**src/design/adc_cfg_pkg.sv**
```systemverilog
// Package: register map, reset values, field positions and counts
// of the converter configuration bank.
// Assumes a serial port of 16 instruction bits then 8 data bits.
package adc_cfg_pkg;

    // ----------------------------------------
    // Register offsets
    // ----------------------------------------
    localparam logic [9:0] ADDR_CHANNEL_COUNT = 10'h001;
    localparam logic [9:0] ADDR_OUT_RATE = 10'h002;
    localparam logic [9:0] ADDR_SERIAL_TIMING = 10'h004;
    localparam logic [9:0] ADDR_RANDOMIZER = 10'h007;
    localparam logic [9:0] ADDR_CAL_DELAY = 10'h01E;
    localparam logic [9:0] ADDR_DELAY_LOOP = 10'h052;
    localparam logic [9:0] ADDR_CLOCK_SOURCE = 10'h053;
    localparam logic [9:0] ADDR_REFDIV_LOW = 10'h054;
    localparam logic [9:0] ADDR_OUTDIV_REFDIV = 10'h055;

    // ----------------------------------------
    // Reset values
    // ----------------------------------------
    localparam logic [7:0] RST_CHANNEL_COUNT = 8'h0F;
    localparam logic [7:0] RST_OUT_RATE = 8'h00;
    localparam logic [7:0] RST_SERIAL_TIMING = 8'h9F;
    localparam logic [7:0] RST_RANDOMIZER = 8'h62;
    localparam logic [7:0] RST_CAL_DELAY = 8'h80;
    localparam logic [7:0] RST_DELAY_LOOP = 8'h0A;
    localparam logic [7:0] RST_CLOCK_SOURCE = 8'h45;
    localparam logic [7:0] RST_REFDIV_LOW = 8'h00;
    localparam logic [7:0] RST_OUTDIV_REFDIV = 8'h48;
    localparam logic [7:0] UNMAPPED_READ = 8'h00;

    // ----------------------------------------
    // Field positions
    // ----------------------------------------
    localparam int IND_RATE_BIT = 7;
    localparam int CHAN_SEL_LSB = 3;
    localparam int DATA_RATE_LSB = 4;
    localparam int CLOCK_RATE_LSB = 0;
    localparam int LAUNCH_EDGE_BIT = 7;
    localparam int WCLK_INV_BIT = 7;
    localparam int CAL_EN_BIT = 6;
    localparam int RAND_EN_BIT = 0;
    localparam int DUTY_BIT = 7;
    localparam int PHASE_LSB = 4;
    localparam int LOOP_CLK_OUT_BIT = 3;
    localparam int LOOP_EN_BIT = 2;
    localparam int CLK_BUF_BIT = 1;
    localparam int LOOP_RST_BIT = 0;
    localparam int SRC_SEL_BIT = 7;
    localparam int OUTDIV_LSB = 4;
    localparam int INSTR_READ_BIT = 15;

    // ----------------------------------------
    // Codes and counts
    // ----------------------------------------
    localparam logic [3:0] CHAN_EIGHT = 4'h8;
    localparam logic [3:0] RATE_TEST_MIN = 4'hA;
    localparam logic [3:0] RATE_ZERO_MIN = 4'hD;
    localparam logic [3:0] RATE_MAX_LOG2 = 4'h9;
    localparam logic [3:0] CLK_FULL = 4'hF;
    localparam logic [4:0] LAST_INSTR_BIT = 5'h0F;
    localparam logic [4:0] LAST_FRAME_BIT = 5'h17;
    localparam logic [7:0] CAL_STEP_CYCLES = 8'h10;

    typedef enum logic [0:0] {
        CAL_IDLE = 1'b0,
        CAL_WAIT = 1'b1
    } cal_state_t;

endpackage : adc_cfg_pkg

```
**src/design/adc_cfg_regs.sv**
```systemverilog
// Configuration bank: serial port slave, register storage and the
// controls derived from it.
// Assumes serial pins already synchronous to clk and sclk far slower.
//
// Functional notes
// - channel field gives 1..7 inputs, zero means eight
// - data codes 1010..1111 force outputs zero
// - other data codes divide rate by powers two
// - clock rate nibble used only when independent
// - clock codes 1010..1110 stop data clock
// - launch edge bit picks falling or rising
// - word clock inverts when its bit set
// - calibration waits linear delay when enabled
// - randomizer bit enables output randomizing
// - duty correction bit enables correction
// - phase field shifts clock in 45 degree steps
// - phase applies only enabled and without decimation
// - cleared loop clock output kills converter output while loop enabled
// - loop enable bit turns on phase path
// - cleared clock buffer stops clocks and output
// - loop held in reset while bit zero
// - source bit zero selects external clock
// - output divider codes zero, one give none
// - standby stops most circuits, keeps registers
// - low-power reset stops output and clocks
module adc_cfg_regs #(
    parameter logic [7:0] CAL_STEP = adc_cfg_pkg::CAL_STEP_CYCLES
) (
    input wire logic clk,
    input wire logic rstn,
    input wire logic sclk,
    input wire logic cs_n,
    input wire logic sdi,
    output logic sdo,
    output logic sdo_oe,
    input wire logic cal_request,
    input wire logic reference_divider_en,
    input wire logic phase_delay_en,
    input wire logic decimation_active,
    input wire logic standby,
    input wire logic low_power_reset,
    output logic [3:0] channel_count,
    output logic data_zero,
    output logic data_rate_en,
    output logic clock_rate_en,
    output logic data_clock_out_en,
    output logic word_clock_invert,
    output logic randomizer_en,
    output logic cal_start,
    output logic duty_correct_en,
    output logic [2:0] out_clock_phase_sel,
    output logic loop_clock_out_en,
    output logic loop_en,
    output logic loop_reset_n,
    output logic internal_clock_en,
    output logic converter_output_en,
    output logic pll_clock_sel,
    output logic [9:0] pll_reference_divider,
    output logic [3:0] pll_output_divider
);

    // ----------------------------------------
    // Helpers
    // ----------------------------------------
    function automatic logic [8:0] rate_mask(input logic [3:0] code);
        logic [3:0] lg;
        lg = (code > adc_cfg_pkg::RATE_MAX_LOG2) ? 4'h0 : code;
        rate_mask = 9'((10'h001 << lg) - 10'h001);
    endfunction : rate_mask

    // ----------------------------------------
    // Reset release
    // ----------------------------------------
    logic rst_meta;
    logic rst_n;

    always_ff @(posedge clk or negedge rstn)
    begin
        if (!rstn)
        begin
            rst_meta <= 1'b0;
            rst_n <= 1'b0;
        end
        else
        begin
            rst_meta <= 1'b1;
            rst_n <= rst_meta;
        end
    end

    // ----------------------------------------
    // Serial port
    // ----------------------------------------
    logic sclk_q;
    logic [4:0] bit_cnt;
    logic [22:0] in_sh;
    logic [9:0] addr;
    logic read_phase;
    logic [7:0] out_sh;
    logic [7:0] channel_count_ctrl;
    logic [7:0] out_rate_ctrl;
    logic [7:0] serial_out_timing;
    logic [7:0] randomizer_wordclk_ctrl;
    logic [7:0] autocal_start_delay;
    logic [7:0] delay_loop_ctrl;
    logic [7:0] clock_source_select;
    logic [7:0] pll_reference_divider_low;
    logic [7:0] pll_output_divider_refdiv_high;

    wire rise = !cs_n && sclk && !sclk_q;
    wire fall = !cs_n && !sclk && sclk_q;
    wire [23:0] frame = {in_sh, sdi};
    wire instr_done = rise && bit_cnt == adc_cfg_pkg::LAST_INSTR_BIT;
    wire load_read = instr_done && frame[adc_cfg_pkg::INSTR_READ_BIT];
    wire write_done = rise && !read_phase && bit_cnt == adc_cfg_pkg::LAST_FRAME_BIT;
    wire launch_fall = serial_out_timing[adc_cfg_pkg::LAUNCH_EDGE_BIT];
    wire launch = read_phase && (launch_fall ? fall : rise);
    wire [9:0] frame_addr = frame[9:0];
    wire [7:0] wdata = frame[7:0];

    logic [7:0] rdata;
    always_comb
    begin
        unique case (frame_addr)
            adc_cfg_pkg::ADDR_CHANNEL_COUNT: rdata = channel_count_ctrl;
            adc_cfg_pkg::ADDR_OUT_RATE: rdata = out_rate_ctrl;
            adc_cfg_pkg::ADDR_SERIAL_TIMING: rdata = serial_out_timing;
            adc_cfg_pkg::ADDR_RANDOMIZER: rdata = randomizer_wordclk_ctrl;
            adc_cfg_pkg::ADDR_CAL_DELAY: rdata = autocal_start_delay;
            adc_cfg_pkg::ADDR_DELAY_LOOP: rdata = delay_loop_ctrl;
            adc_cfg_pkg::ADDR_CLOCK_SOURCE: rdata = clock_source_select;
            adc_cfg_pkg::ADDR_REFDIV_LOW: rdata = pll_reference_divider_low;
            adc_cfg_pkg::ADDR_OUTDIV_REFDIV: rdata = pll_output_divider_refdiv_high;
            default: rdata = adc_cfg_pkg::UNMAPPED_READ;
        endcase
    end

    always_ff @(posedge clk or negedge rst_n)
    begin
        if (!rst_n)
        begin
            sclk_q <= 1'b0;
            bit_cnt <= 5'h00;
            in_sh <= 23'h000000;
            addr <= 10'h000;
            read_phase <= 1'b0;
            out_sh <= 8'h00;
            sdo <= 1'b0;
        end
        else
        begin
            sclk_q <= sclk;
            if (cs_n)
            begin
                bit_cnt <= 5'h00;
                read_phase <= 1'b0;
            end
            else if (rise)
            begin
                in_sh <= frame[22:0];
                bit_cnt <= 5'(bit_cnt + 5'h01);
            end
            if (instr_done)
                addr <= frame_addr;
            // Rising launch puts the first bit out on the loading edge
            if (load_read && !launch_fall)
            begin
                read_phase <= 1'b1;
                sdo <= rdata[7];
                out_sh <= {rdata[6:0], 1'b0};
            end
            else if (load_read)
            begin
                read_phase <= 1'b1;
                out_sh <= rdata;
            end
            else if (launch)
            begin
                sdo <= out_sh[7];
                out_sh <= {out_sh[6:0], 1'b0};
            end
        end
    end

    // ----------------------------------------
    // Register storage
    // ----------------------------------------
    wire [9:0] waddr = addr;

    // Contents survive standby and low-power reset
    always_ff @(posedge clk or negedge rst_n)
    begin
        if (!rst_n)
        begin
            channel_count_ctrl <= adc_cfg_pkg::RST_CHANNEL_COUNT;
            out_rate_ctrl <= adc_cfg_pkg::RST_OUT_RATE;
            serial_out_timing <= adc_cfg_pkg::RST_SERIAL_TIMING;
            randomizer_wordclk_ctrl <= adc_cfg_pkg::RST_RANDOMIZER;
            autocal_start_delay <= adc_cfg_pkg::RST_CAL_DELAY;
            delay_loop_ctrl <= adc_cfg_pkg::RST_DELAY_LOOP;
            clock_source_select <= adc_cfg_pkg::RST_CLOCK_SOURCE;
            pll_reference_divider_low <= adc_cfg_pkg::RST_REFDIV_LOW;
            pll_output_divider_refdiv_high <= adc_cfg_pkg::RST_OUTDIV_REFDIV;
        end
        else if (write_done)
        begin
            unique case (waddr)
                adc_cfg_pkg::ADDR_CHANNEL_COUNT: channel_count_ctrl <= wdata;
                adc_cfg_pkg::ADDR_OUT_RATE: out_rate_ctrl <= wdata;
                adc_cfg_pkg::ADDR_SERIAL_TIMING: serial_out_timing <= wdata;
                adc_cfg_pkg::ADDR_RANDOMIZER: randomizer_wordclk_ctrl <= wdata;
                adc_cfg_pkg::ADDR_CAL_DELAY: autocal_start_delay <= wdata;
                adc_cfg_pkg::ADDR_DELAY_LOOP: delay_loop_ctrl <= wdata;
                adc_cfg_pkg::ADDR_CLOCK_SOURCE: clock_source_select <= wdata;
                adc_cfg_pkg::ADDR_REFDIV_LOW: pll_reference_divider_low <= wdata;
                adc_cfg_pkg::ADDR_OUTDIV_REFDIV: pll_output_divider_refdiv_high <= wdata;
                default: ;
            endcase
        end
    end

    // ----------------------------------------
    // Derived controls
    // ----------------------------------------
    wire [2:0] chan_sel = channel_count_ctrl[adc_cfg_pkg::CHAN_SEL_LSB +: 3];
    wire independent_rate_en = channel_count_ctrl[adc_cfg_pkg::IND_RATE_BIT];
    wire [3:0] output_data_rate_code = out_rate_ctrl[adc_cfg_pkg::DATA_RATE_LSB +: 4];
    wire [3:0] output_clock_rate_code = out_rate_ctrl[adc_cfg_pkg::CLOCK_RATE_LSB +: 4];
    wire next_data_zero = output_data_rate_code >= adc_cfg_pkg::RATE_TEST_MIN;
    wire [3:0] clk_code = independent_rate_en ? output_clock_rate_code
        : (next_data_zero ? adc_cfg_pkg::CLK_FULL : output_data_rate_code);
    wire clk_off = clk_code >= adc_cfg_pkg::RATE_TEST_MIN && clk_code != adc_cfg_pkg::CLK_FULL;
    wire [3:0] next_channel_count = (chan_sel == 3'h0) ? adc_cfg_pkg::CHAN_EIGHT
        : {1'b0, chan_sel};
    wire lp_off = standby || low_power_reset;
    wire clk_buf = delay_loop_ctrl[adc_cfg_pkg::CLK_BUF_BIT];
    wire next_loop_en = delay_loop_ctrl[adc_cfg_pkg::LOOP_EN_BIT];
    wire next_loop_clk_out = delay_loop_ctrl[adc_cfg_pkg::LOOP_CLK_OUT_BIT];
    wire next_int_clk = clk_buf && !lp_off;
    wire next_conv_out = next_int_clk && !(next_loop_en && !next_loop_clk_out);
    wire phase_ok = phase_delay_en && !decimation_active;
    wire [2:0] next_phase = phase_ok ? delay_loop_ctrl[adc_cfg_pkg::PHASE_LSB +: 3]
        : 3'h0;
    wire [3:0] out_div_code = pll_output_divider_refdiv_high[adc_cfg_pkg::OUTDIV_LSB +: 4];
    wire [3:0] next_out_div = (out_div_code <= 4'h1) ? 4'h1 : out_div_code;
    wire [9:0] ref_code = {pll_output_divider_refdiv_high[1:0], pll_reference_divider_low};
    wire [9:0] next_ref_div = (!reference_divider_en || ref_code <= 10'h001) ? 10'h001
        : ref_code;

    // Free divider shared by the data and clock rate strobes
    logic [8:0] div_cnt;
    wire next_data_en = next_int_clk && !next_data_zero
        && (div_cnt & rate_mask(output_data_rate_code)) == 9'h000;
    wire next_clock_en = next_int_clk && !clk_off
        && (div_cnt & rate_mask(clk_code)) == 9'h000;

    // ----------------------------------------
    // Calibration start delay
    // ----------------------------------------
    adc_cfg_pkg::cal_state_t cal_state;
    adc_cfg_pkg::cal_state_t next_cal_state;
    logic [15:0] cal_cnt;
    wire cal_en = randomizer_wordclk_ctrl[adc_cfg_pkg::CAL_EN_BIT];
    wire [15:0] cal_load = 16'({8'h00, autocal_start_delay} * {8'h00, CAL_STEP});
    wire cal_idle_go = cal_state == adc_cfg_pkg::CAL_IDLE && cal_request;
    wire cal_fire = (cal_idle_go && !cal_en)
        || (cal_state == adc_cfg_pkg::CAL_WAIT && cal_cnt == 16'h0000);

    always_comb
    begin
        next_cal_state = cal_state;
        unique case (cal_state)
            adc_cfg_pkg::CAL_IDLE:
                if (cal_request && cal_en)
                    next_cal_state = adc_cfg_pkg::CAL_WAIT;
            adc_cfg_pkg::CAL_WAIT:
                if (cal_cnt == 16'h0000)
                    next_cal_state = adc_cfg_pkg::CAL_IDLE;
        endcase
    end

    always_ff @(posedge clk or negedge rst_n)
    begin
        if (!rst_n)
        begin
            cal_state <= adc_cfg_pkg::CAL_IDLE;
            cal_cnt <= 16'h0000;
            div_cnt <= 9'h000;
        end
        else
        begin
            cal_state <= next_cal_state;
            div_cnt <= 9'(div_cnt + 9'h001);
            if (cal_idle_go)
                cal_cnt <= cal_load;
            else if (cal_cnt != 16'h0000)
                cal_cnt <= 16'(cal_cnt - 16'h0001);
        end
    end

    // ----------------------------------------
    // Registered outputs
    // ----------------------------------------
    always_ff @(posedge clk or negedge rst_n)
    begin
        if (!rst_n)
        begin
            sdo_oe <= 1'b0;
            channel_count <= 4'h1;
            data_zero <= 1'b0;
            data_rate_en <= 1'b0;
            clock_rate_en <= 1'b0;
            data_clock_out_en <= 1'b0;
            word_clock_invert <= 1'b0;
            randomizer_en <= 1'b0;
            cal_start <= 1'b0;
            duty_correct_en <= 1'b0;
            out_clock_phase_sel <= 3'h0;
            loop_clock_out_en <= 1'b0;
            loop_en <= 1'b0;
            loop_reset_n <= 1'b0;
            internal_clock_en <= 1'b0;
            converter_output_en <= 1'b0;
            pll_clock_sel <= 1'b0;
            pll_reference_divider <= 10'h001;
            pll_output_divider <= 4'h1;
        end
        else
        begin
            sdo_oe <= !cs_n && (read_phase || load_read);
            channel_count <= next_channel_count;
            data_zero <= next_data_zero;
            data_rate_en <= next_data_en;
            clock_rate_en <= next_clock_en;
            data_clock_out_en <= next_int_clk && !clk_off;
            word_clock_invert <= randomizer_wordclk_ctrl[adc_cfg_pkg::WCLK_INV_BIT];
            randomizer_en <= randomizer_wordclk_ctrl[adc_cfg_pkg::RAND_EN_BIT];
            cal_start <= cal_fire;
            duty_correct_en <= delay_loop_ctrl[adc_cfg_pkg::DUTY_BIT];
            out_clock_phase_sel <= next_phase;
            loop_clock_out_en <= next_loop_clk_out;
            loop_en <= next_loop_en;
            loop_reset_n <= delay_loop_ctrl[adc_cfg_pkg::LOOP_RST_BIT];
            internal_clock_en <= next_int_clk;
            converter_output_en <= next_conv_out;
            pll_clock_sel <= clock_source_select[adc_cfg_pkg::SRC_SEL_BIT];
            pll_reference_divider <= next_ref_div;
            pll_output_divider <= next_out_div;
        end
    end
endmodule : adc_cfg_regs

```
**config.mk**
```make
export PLATFORM = sky130hd
export DESIGN_NAME = adc_cfg_regs
export DESIGN_NICKNAME = d
export VERILOG_FILES = /design/src/design/adc_cfg_pkg.sv /design/src/design/adc_cfg_regs.sv
export SDC_FILE = /design/constraint.sdc
export NUM_CORES = 1
export LEC_CHECK = 0
export BUFFER_PORTS_ARGS = -buffer_cell sky130_fd_sc_hd__buf_2
export CORE_MARGIN = 2
export CORE_UTILIZATION = 60
export CTS_BUF_LIST = sky130_fd_sc_hd__clkbuf_16
export CTS_CLUSTER_SIZE = 14
export DETAILED_ROUTE_END_ITERATION = 16
export PLACE_DENSITY = 0.79
export SLEW_MARGIN = 20
export SYNTH_ARGS = -nofsm -noshare
export SYNTH_HDL_FRONTEND = slang
export SYNTH_SLANG_ARGS = --single-unit
export TNS_END_PERCENT = 10
```
**constraint.sdc**
```tcl
create_clock -name clk -period 12.9 [get_ports clk]
set_clock_uncertainty 0.1 [all_clocks]
set_input_delay 0.645 -clock clk [delete_from_list [all_inputs] [get_ports clk]]
set_output_delay 0.645 -clock clk [all_outputs]
set_load 0.01 [all_outputs]
```
==> reports/results.tsv, run 1 <==
stage	metric	value	unit
run_status	outcome	completed	
synthesis	Adder-Cell Fraction of Synth Area	0.870	%
layout	Storage cell area	4460	µm²
critical_path	R2R Setup Slk	9.95	ns
clock_tree	Num CTS Buffers	17	
clock_tree	clk buf depth	2	
timing	Final min period	2.95	ns
synthesis	cell taking the most area after synthesis	dfrtp_1	
synthesis	syn_area_per_cell	11.0	µm²
clock_tree	clock sinks	177	
timing	setup TNS	0	ns
synthesis	commonest cells in the netlist	dfrtp_1 (153), mux2_2 (86), nand2_1 (83), clkbuf_1 (44)	
synthesis	Synth Area in Compound Gates	8.28	%
timing	RSZ-0062 raised after global routing	no	
timing	period utilization	22.9	%
timing	Final setup viols	0	
critical_path	Setup crit start kind	flop	
critical_path	Reg2Reg Depth	8	
route	Vias/cell	6.39	
synthesis	simple-gate area share of the yosys netlist	21.5	%
synthesis	top_reg_cell synth	dfrtp_1	
route	DRC viols	0	
synthesis	count leader, synth	dfrtp_1	
global_routing	initial antenna violation count	0	
timing	Slew Viols, Final	0	
hold_path	Hold Path Class	flop to async pin	
synthesis	largest family of logic cells by synthesized area	simple AND/OR/NAND/NOR gates	
synthesis	mux cell area share after synthesis	12.4	%
critical_path	worst setup path class	flop to flop	
synthesis	post-synth top area share	44.3	%
clock_tree	Clk Latency, worst-skew pair	0.43	ns
place	area of placed instances	8980	µm²
synthesis	synth unique cells	79	
die	core box area	14000	µm²
timing	final worst slack	9.95	ns
layout	area grow syn2layout	11.2	%
place	hpwl dp	13.7	mm
die	Die H	124	µm
die	# rows	43	
route	DR iter-0 viols	527	
layout	n_diodes	0	
clock_tree	H-tree depth	4	
clock_tree	CTS tree	built	
synthesis	post-synthesis cell area	8630	µm²
critical_path	CP required	13.12	ns
layout	post-route design area	9600	µm²
place	RePlAce Congestion	0.946	
die	Boundary Pins	48	
synthesis	Seq/Total Area, Yosys	51.7	%
critical_path	Data arrival, critical path	3.17	ns
synthesis	YS warnings	0	
power	maximum VDD drop	0.129	mV
global_routing	vias in the first global route	6442	
route	routed via count	6419	
timing	Fin. Hold Viols	0	
route	final wirelength	20.4	mm
synthesis	async set-reset flop share out of synthesis	100	%
global_routing	global-route total usage across every layer	28.8	%
die	die area	15400	µm²
clock_tree	Clk pin slew, worst setup/hold paths	0.07	ns
route	Final ANT Viol Nets	0	
layout	fill cell count	1043	
global_routing	largest net degree at the start of global routing	73	
die	Initial Util	61.7	%
synthesis	#FFs+latches synth	177	
critical_path	R2R Path End	clock_rate_en	
global_routing	GR Overflow Total	0	
global_routing	first-pass GRT wire length	33.6	mm
place	dpl ws	10.01	ns
clock_tree	root buffer cell	clkbuf_16	
layout	fin nets	828	
route	TritonRoute pass-1 iters	5	
flow_run	max-cap violations	0	
timing	Peak Freq	339	MHz
synthesis	Syn Inst Count	785	
die	Die W	124	µm
place	PortBufs	47	
layout	Multi-input gate area	3930	µm²
timing	Worst-Margin Slew	0.897	ns
synthesis	Post-Syn Nets	802	
critical_path	maximum fanout along the worst path	18	
power	Leak	4.49	nW
critical_path	CP Capture Type	flop	
synthesis	XOR/XNOR share of the synthesized area	2.23	%
power	power per cell area	144	nW/µm²
synthesis	number of synthesized flops with an enable pin	0	
critical_path	reg2reg start	channel_count_ctrl[7]	
route	WL per Instance	20.3	µm
synthesis	synth top area cells	dfrtp_1 (44%), mux2_2 (11%), dfstp_2 (7.3%)	
layout	layout cells sized above 1	28.0	%
timing	Rel. slew slack	40.2	%
[layout make-up]
type	count	area share [%]
sequential	177	46.5
multi-input combinational	541	40.9
clock buffer	17	4.43
timing repair buffer	59	3.41
tap	180	2.35
clock inverter	15	1.84
inverter	15	0.586
[placed cells by master (no fill, tap or decap), types with 10 or more instances in the layout]
cell type / count
dfrtp_1: 152
mux2_2: 86
nand2_1: 83
buf_2: 47
nand3_1: 25
nor2_1: 25
dfstp_2: 24
nor3_1: 22
a21oi_1: 19
and3_1: 18
nand4_1: 18
o21ai_0: 18
clkbuf_16: 17
xnor2_1: 16
inv_1: 15
and2_1: 13
nor4_1: 13
nor3b_1: 11
a211oi_1: 11
buf_4: 11
mux2i_1: 10
[per-layer routing]
layer	global-route usage (%)	wire (µm)	vias to the layer above
li1	-	-	2901
met1	37.6	8390	3213
met2	46.1	9990	249
met3	6.82	1260	56
met4	12.6	750	0
met5	0	0	-
[how the worst max path moves through the flow]
stage                                      from       endpoint  depth (start not counted)
after floorplan                           rst_n        addr[0]                          0
after global placement                 in_sh[5]      out_sh[2]                          6
after detailed placement  channel_count_ctrl[7]  clock_rate_en                          8
after CTS                 channel_count_ctrl[7]  clock_rate_en                          8
after global routing      channel_count_ctrl[7]  clock_rate_en                          8
final                     channel_count_ctrl[7]  clock_rate_en                          8
[worst max-delay path, cell delays in order, from the launching register on]
cell      delay [ns]
dfrtp_1         0.64
or3b_2          0.55
and3_1          0.21
or2_2           0.30
ha_1            0.29
inv_1           0.04
a221oi_1        0.32
nand4_1         0.13
nor4_1          0.27
[repair_timing]
item                                   in CTS  in global routing
buffers inserted                            0                  0
hold buffers                                1                  0
gates resized for setup                     0                  0
endpoints found under the hold margin       2                  0
[registers in the layout (all words and copies together) (netlist names), 9 cells and up]
name	count
cal_cnt	16
pll_reference_divider	10
in_sh	15
div_cnt	9
addr	10
[per-stage QoR]
step	util [%]	total power, W	cells	hold slack (ns)
2_1_floorplan	-	0.000794	785	0.231
3_3_place_gp	64.2	0.000846	971	0.182
3_5_place_dp	64.2	0.000859	971	0.206
4_1_cts	68.6	0.00138	1004	0.213
5_1_grt	68.6	0.00144	1004	0.238
6_report	68.6	0.00138	1004	0.193
[power by group]
group | switching [W] | internal (W)
Clock | 0.000234 | 0.000292
Combinational | 0.000146 | 0.0000806
Sequential | 0.0000480 | 0.000580
[cell families (layout without fill, tap and decap cells)]
| family | after synthesis | count (layout) |
|---|---|---|
| flip-flops | 177 | 177 |
| buffers and inverters | 67 | 106 |
| AO/OA/AOI/OAI | 102 | 102 |
| other | 1 | 1 |
| multiplexers | 96 | 96 |
| AND/OR/NAND/NOR | 314 | 314 |
| XOR/XNOR | 22 | 22 |
| adder cells (fa/ha/maj) | 6 | 6 |
Note: power is estimated with default switching activity, not from simulation.
==> run 2, diff against run 1 <==
==> constraint.sdc (replaced) <==
create_clock -name clk -period 2.9 [get_ports clk]
set_clock_uncertainty 0.1 [all_clocks]
set_input_delay 0.145 -clock clk [delete_from_list [all_inputs] [get_ports clk]]
set_output_delay 0.145 -clock clk [all_outputs]
set_load 0.01 [all_outputs]
==> run 2 against run 1 <==
- first-iteration DRC count is 0.76% lower
- design area grew 3.2%
- setup slack worse by 9.7 ns
- via count about the same
- clock power grew to 4.5 times the previous value
- routed wire length is 4.2% higher
- fmax grew 9.6%
- sequential power rose to 4.3 times the previous value
- die area unchanged
- power increased to 4.5 times the previous value
- worst hold slack got worse by 0.18 ns
- largest cell class unchanged
==> reports/results.tsv, run 2 (synthesized netlist as in run 1, its figures left out) <==
stage	metric	value	unit	change
critical_path	worst setup path class	flop to flop		
clock_tree	clk buf depth	2		unchanged
critical_path	Max stage delay on crit path	0.54	ns	-0.10 ns
critical_path	CP Capture Type	flop		
power	Leak	4.66	nW	+3.8%
timing	period utilization	92.9	%	+70 points
critical_path	Worst Setup SP	out_rate_ctrl[2]		
critical_path	maximum fanout along the worst path	8		-10
timing	Fin. Hold Viols	0		unchanged
clock_tree	Clk pin slew, worst setup/hold paths	0.06	ns	about the same
layout	leading cell type in the layout, fill and taps excluded	dfrtp_1		
power	Switching Fraction	30.1	%	-0.84 points
timing	Peak Freq	371	MHz	+9.6%
critical_path	Setup crit start kind	flop		
place	PortBufs	47		unchanged
power	cell internal pwr	0.00436	W	+360%
place	hpwl dp	14.7	mm	+7.0%
route	DRC viols	0		unchanged
route	final wirelength	21.2	mm	+4.2%
die	die area	15400	µm²	unchanged
clock_tree	clock sinks	177		unchanged
die	# rows	43		unchanged
global_routing	Global Route met3 Usage	4.90	%	-1.9 points
layout	n_diodes	0		unchanged
power	P_sw	0.00188	W	+340%
route	WL per Instance	20.5	µm	+0.90%
layout	Largest register FFs	16		unchanged
clock_tree	Clk Latency, worst-skew pair	0.44	ns	about the same
layout	fin nets	861		+4.0%
critical_path	crit-path cells	or3b_2, and3_1, or2_2, ha_1, a21bo_2, o21ai_0, a211oi_1, nor4_2		
critical_path	Worst Setup EP	clock_rate_en		
timing	Final setup viols	0		unchanged
route	TritonRoute pass-1 iters	5		unchanged
clock_tree	H-tree depth	4		unchanged
route	routed via count	6421		+0.031%
layout	most frequent cells in the layout	dfrtp_1 (152), mux2_2 (86), nand2_1 (83)		
layout	Final Util	70.8	%	+2.2 points
clock_tree	# Post-CTS Setup Buffers	0		unchanged
critical_path	Levels on crit path	8		unchanged
power	power per cell area	631	nW/µm²	+340%
timing	Final min period	2.69	ns	-0.258 ns
critical_path	crit path max-delay cell type	or3b_2		
critical_path	R2R Setup Slk	0.21	ns	-9.74 ns
critical_path	worst path bufs/invs	0		-1
clock_tree	CTS tree	built		
timing	Rel. slew slack	52.1	%	+12 points
layout	Top Registers	cal_cnt x16, in_sh x15		
timing	Worst-Margin Slew	0.713	ns	-0.184 ns
critical_path	Data arrival, critical path	2.90	ns	-0.27 ns
timing	RSZ-0062 raised after global routing	no		
power	part of the power in registers	43.7	%	-1.8 points
critical_path	Reg2Reg Depth	8		unchanged
global_routing	vias in the first global route	6444		+0.031%
die	Initial Util	61.7	%	unchanged
global_routing	largest net degree at the start of global routing	44		-40%
global_routing	grt peak-use layer	met2		
hold_path	Hold Path Class	input pin to flop		
global_routing	GR Overflow Total	0		unchanged
power	clock network fraction of design power	37.8	%	-0.3 points
hold_path	HP Start	phase_delay_en		
critical_path	crit-path leading delay family	simple AND/OR/NAND/NOR gates		
run_status	outcome	completed		
timing	Slew Viols, Final	0		unchanged
critical_path	reg2reg start	out_rate_ctrl[2]		
global_routing	global-route total usage across every layer	29.7	%	+0.91 points
die	Die H	124	µm	unchanged
global_routing	first-pass GRT wire length	34.0	mm	+1.2%
global_routing	met2 Usage GRT	49.9	%	+3.8 points
layout	area grow syn2layout	14.7	%	
clock_tree	root buffer cell	clkbuf_16		
layout	layout cells sized above 1	29.8	%	+1.7 points
route	Final ANT Viol Nets	0		unchanged
critical_path	CP required	3.11	ns	-10.01 ns
die	Boundary Pins	48		unchanged
flow_run	max-cap violations	0		unchanged
global_routing	initial antenna violation count	0		unchanged
critical_path	R2R Path End	clock_rate_en		
route	Vias/cell	6.19		-3.2%
power	maximum VDD drop	0.550	mV	+330%
route	DR iter-0 viols	523		-0.76%
power	Comb pwr share	18.5	%	+2.1 points
timing	setup TNS	0	ns	unchanged
place	RePlAce Congestion	0.976		+3.2%
global_routing	GR Util met1	38.3	%	+0.68 points
layout	Largest Register	cal_cnt		
die	core box area	14000	µm²	unchanged
die	Die W	124	µm	unchanged
clock_tree	Num CTS Buffers	17		unchanged
==> run 2: worst min-delay path by stage <==
stage               cells after the start                     end
floorplan                               0                rst_meta
global placement                        1                rst_meta
detailed placement                      1                rst_meta
CTS                                     3  out_clock_phase_sel[1]
global route                            3  out_clock_phase_sel[2]
finish                                  3  out_clock_phase_sel[2]
==> run 2: layout make-up <==
class                      instances  area (µm²)
inverter                          15        56.3
timing repair buffer              92         633
multi-input combinational        541        3920
sequential                       177        4460
clock inverter                    15         180
fill                            1051        4090
clock buffer                      17         425
tap                              180         225
==> run 2: stage by stage <==
step	cells	area, µm²	hold WS, ns	power, W	worst slack [ns]
floorplan	785	8640	-0.251	0.00353	0.303
global route	1037	9900	0.0290	0.00651	0.0675
global placement	996	9200	-0.170	0.00383	0.293
CTS	1037	9900	0.00206	0.00626	0.189
detailed placement	996	9200	-0.167	0.00389	0.256
finish	1037	9900	0.0137	0.00624	0.207
==> run 2: metal layers <==
| layer | share of wire, % | vias to the layer above |
|---|---|---|
| met3 | 4.2 | 39 |
| met5 | 0 | - |
| met1 | 42 | 3257 |
| li1 | - | 2963 |
| met2 | 51 | 162 |
| met4 | 3.0 | 0 |
==> run 2: power groups by stage <==
stage | Sequential, W | Combinational [W] | Clock (W)
floorplan | 0.00274 | 0.000792 | 0
global placement | 0.00276 | 0.00107 | 0
detailed placement | 0.00277 | 0.00112 | 0
CTS | 0.00272 | 0.00114 | 0.00239
global route | 0.00275 | 0.00126 | 0.00250
finish | 0.00273 | 0.00115 | 0.00236
==> run 2: worst min-delay path, stage by stage <==
cell and delay, ns:
buf_2 0.09, nor2b_1 0.13, and2_1 0.14
==> run 2: what timing repair did <==
item / in CTS / in global routing
endpoints found under the setup margin: 0 / 1
gates resized for setup: 0 / 1
endpoints found under the hold margin: 20 / 0
hold buffers: 9 / 0
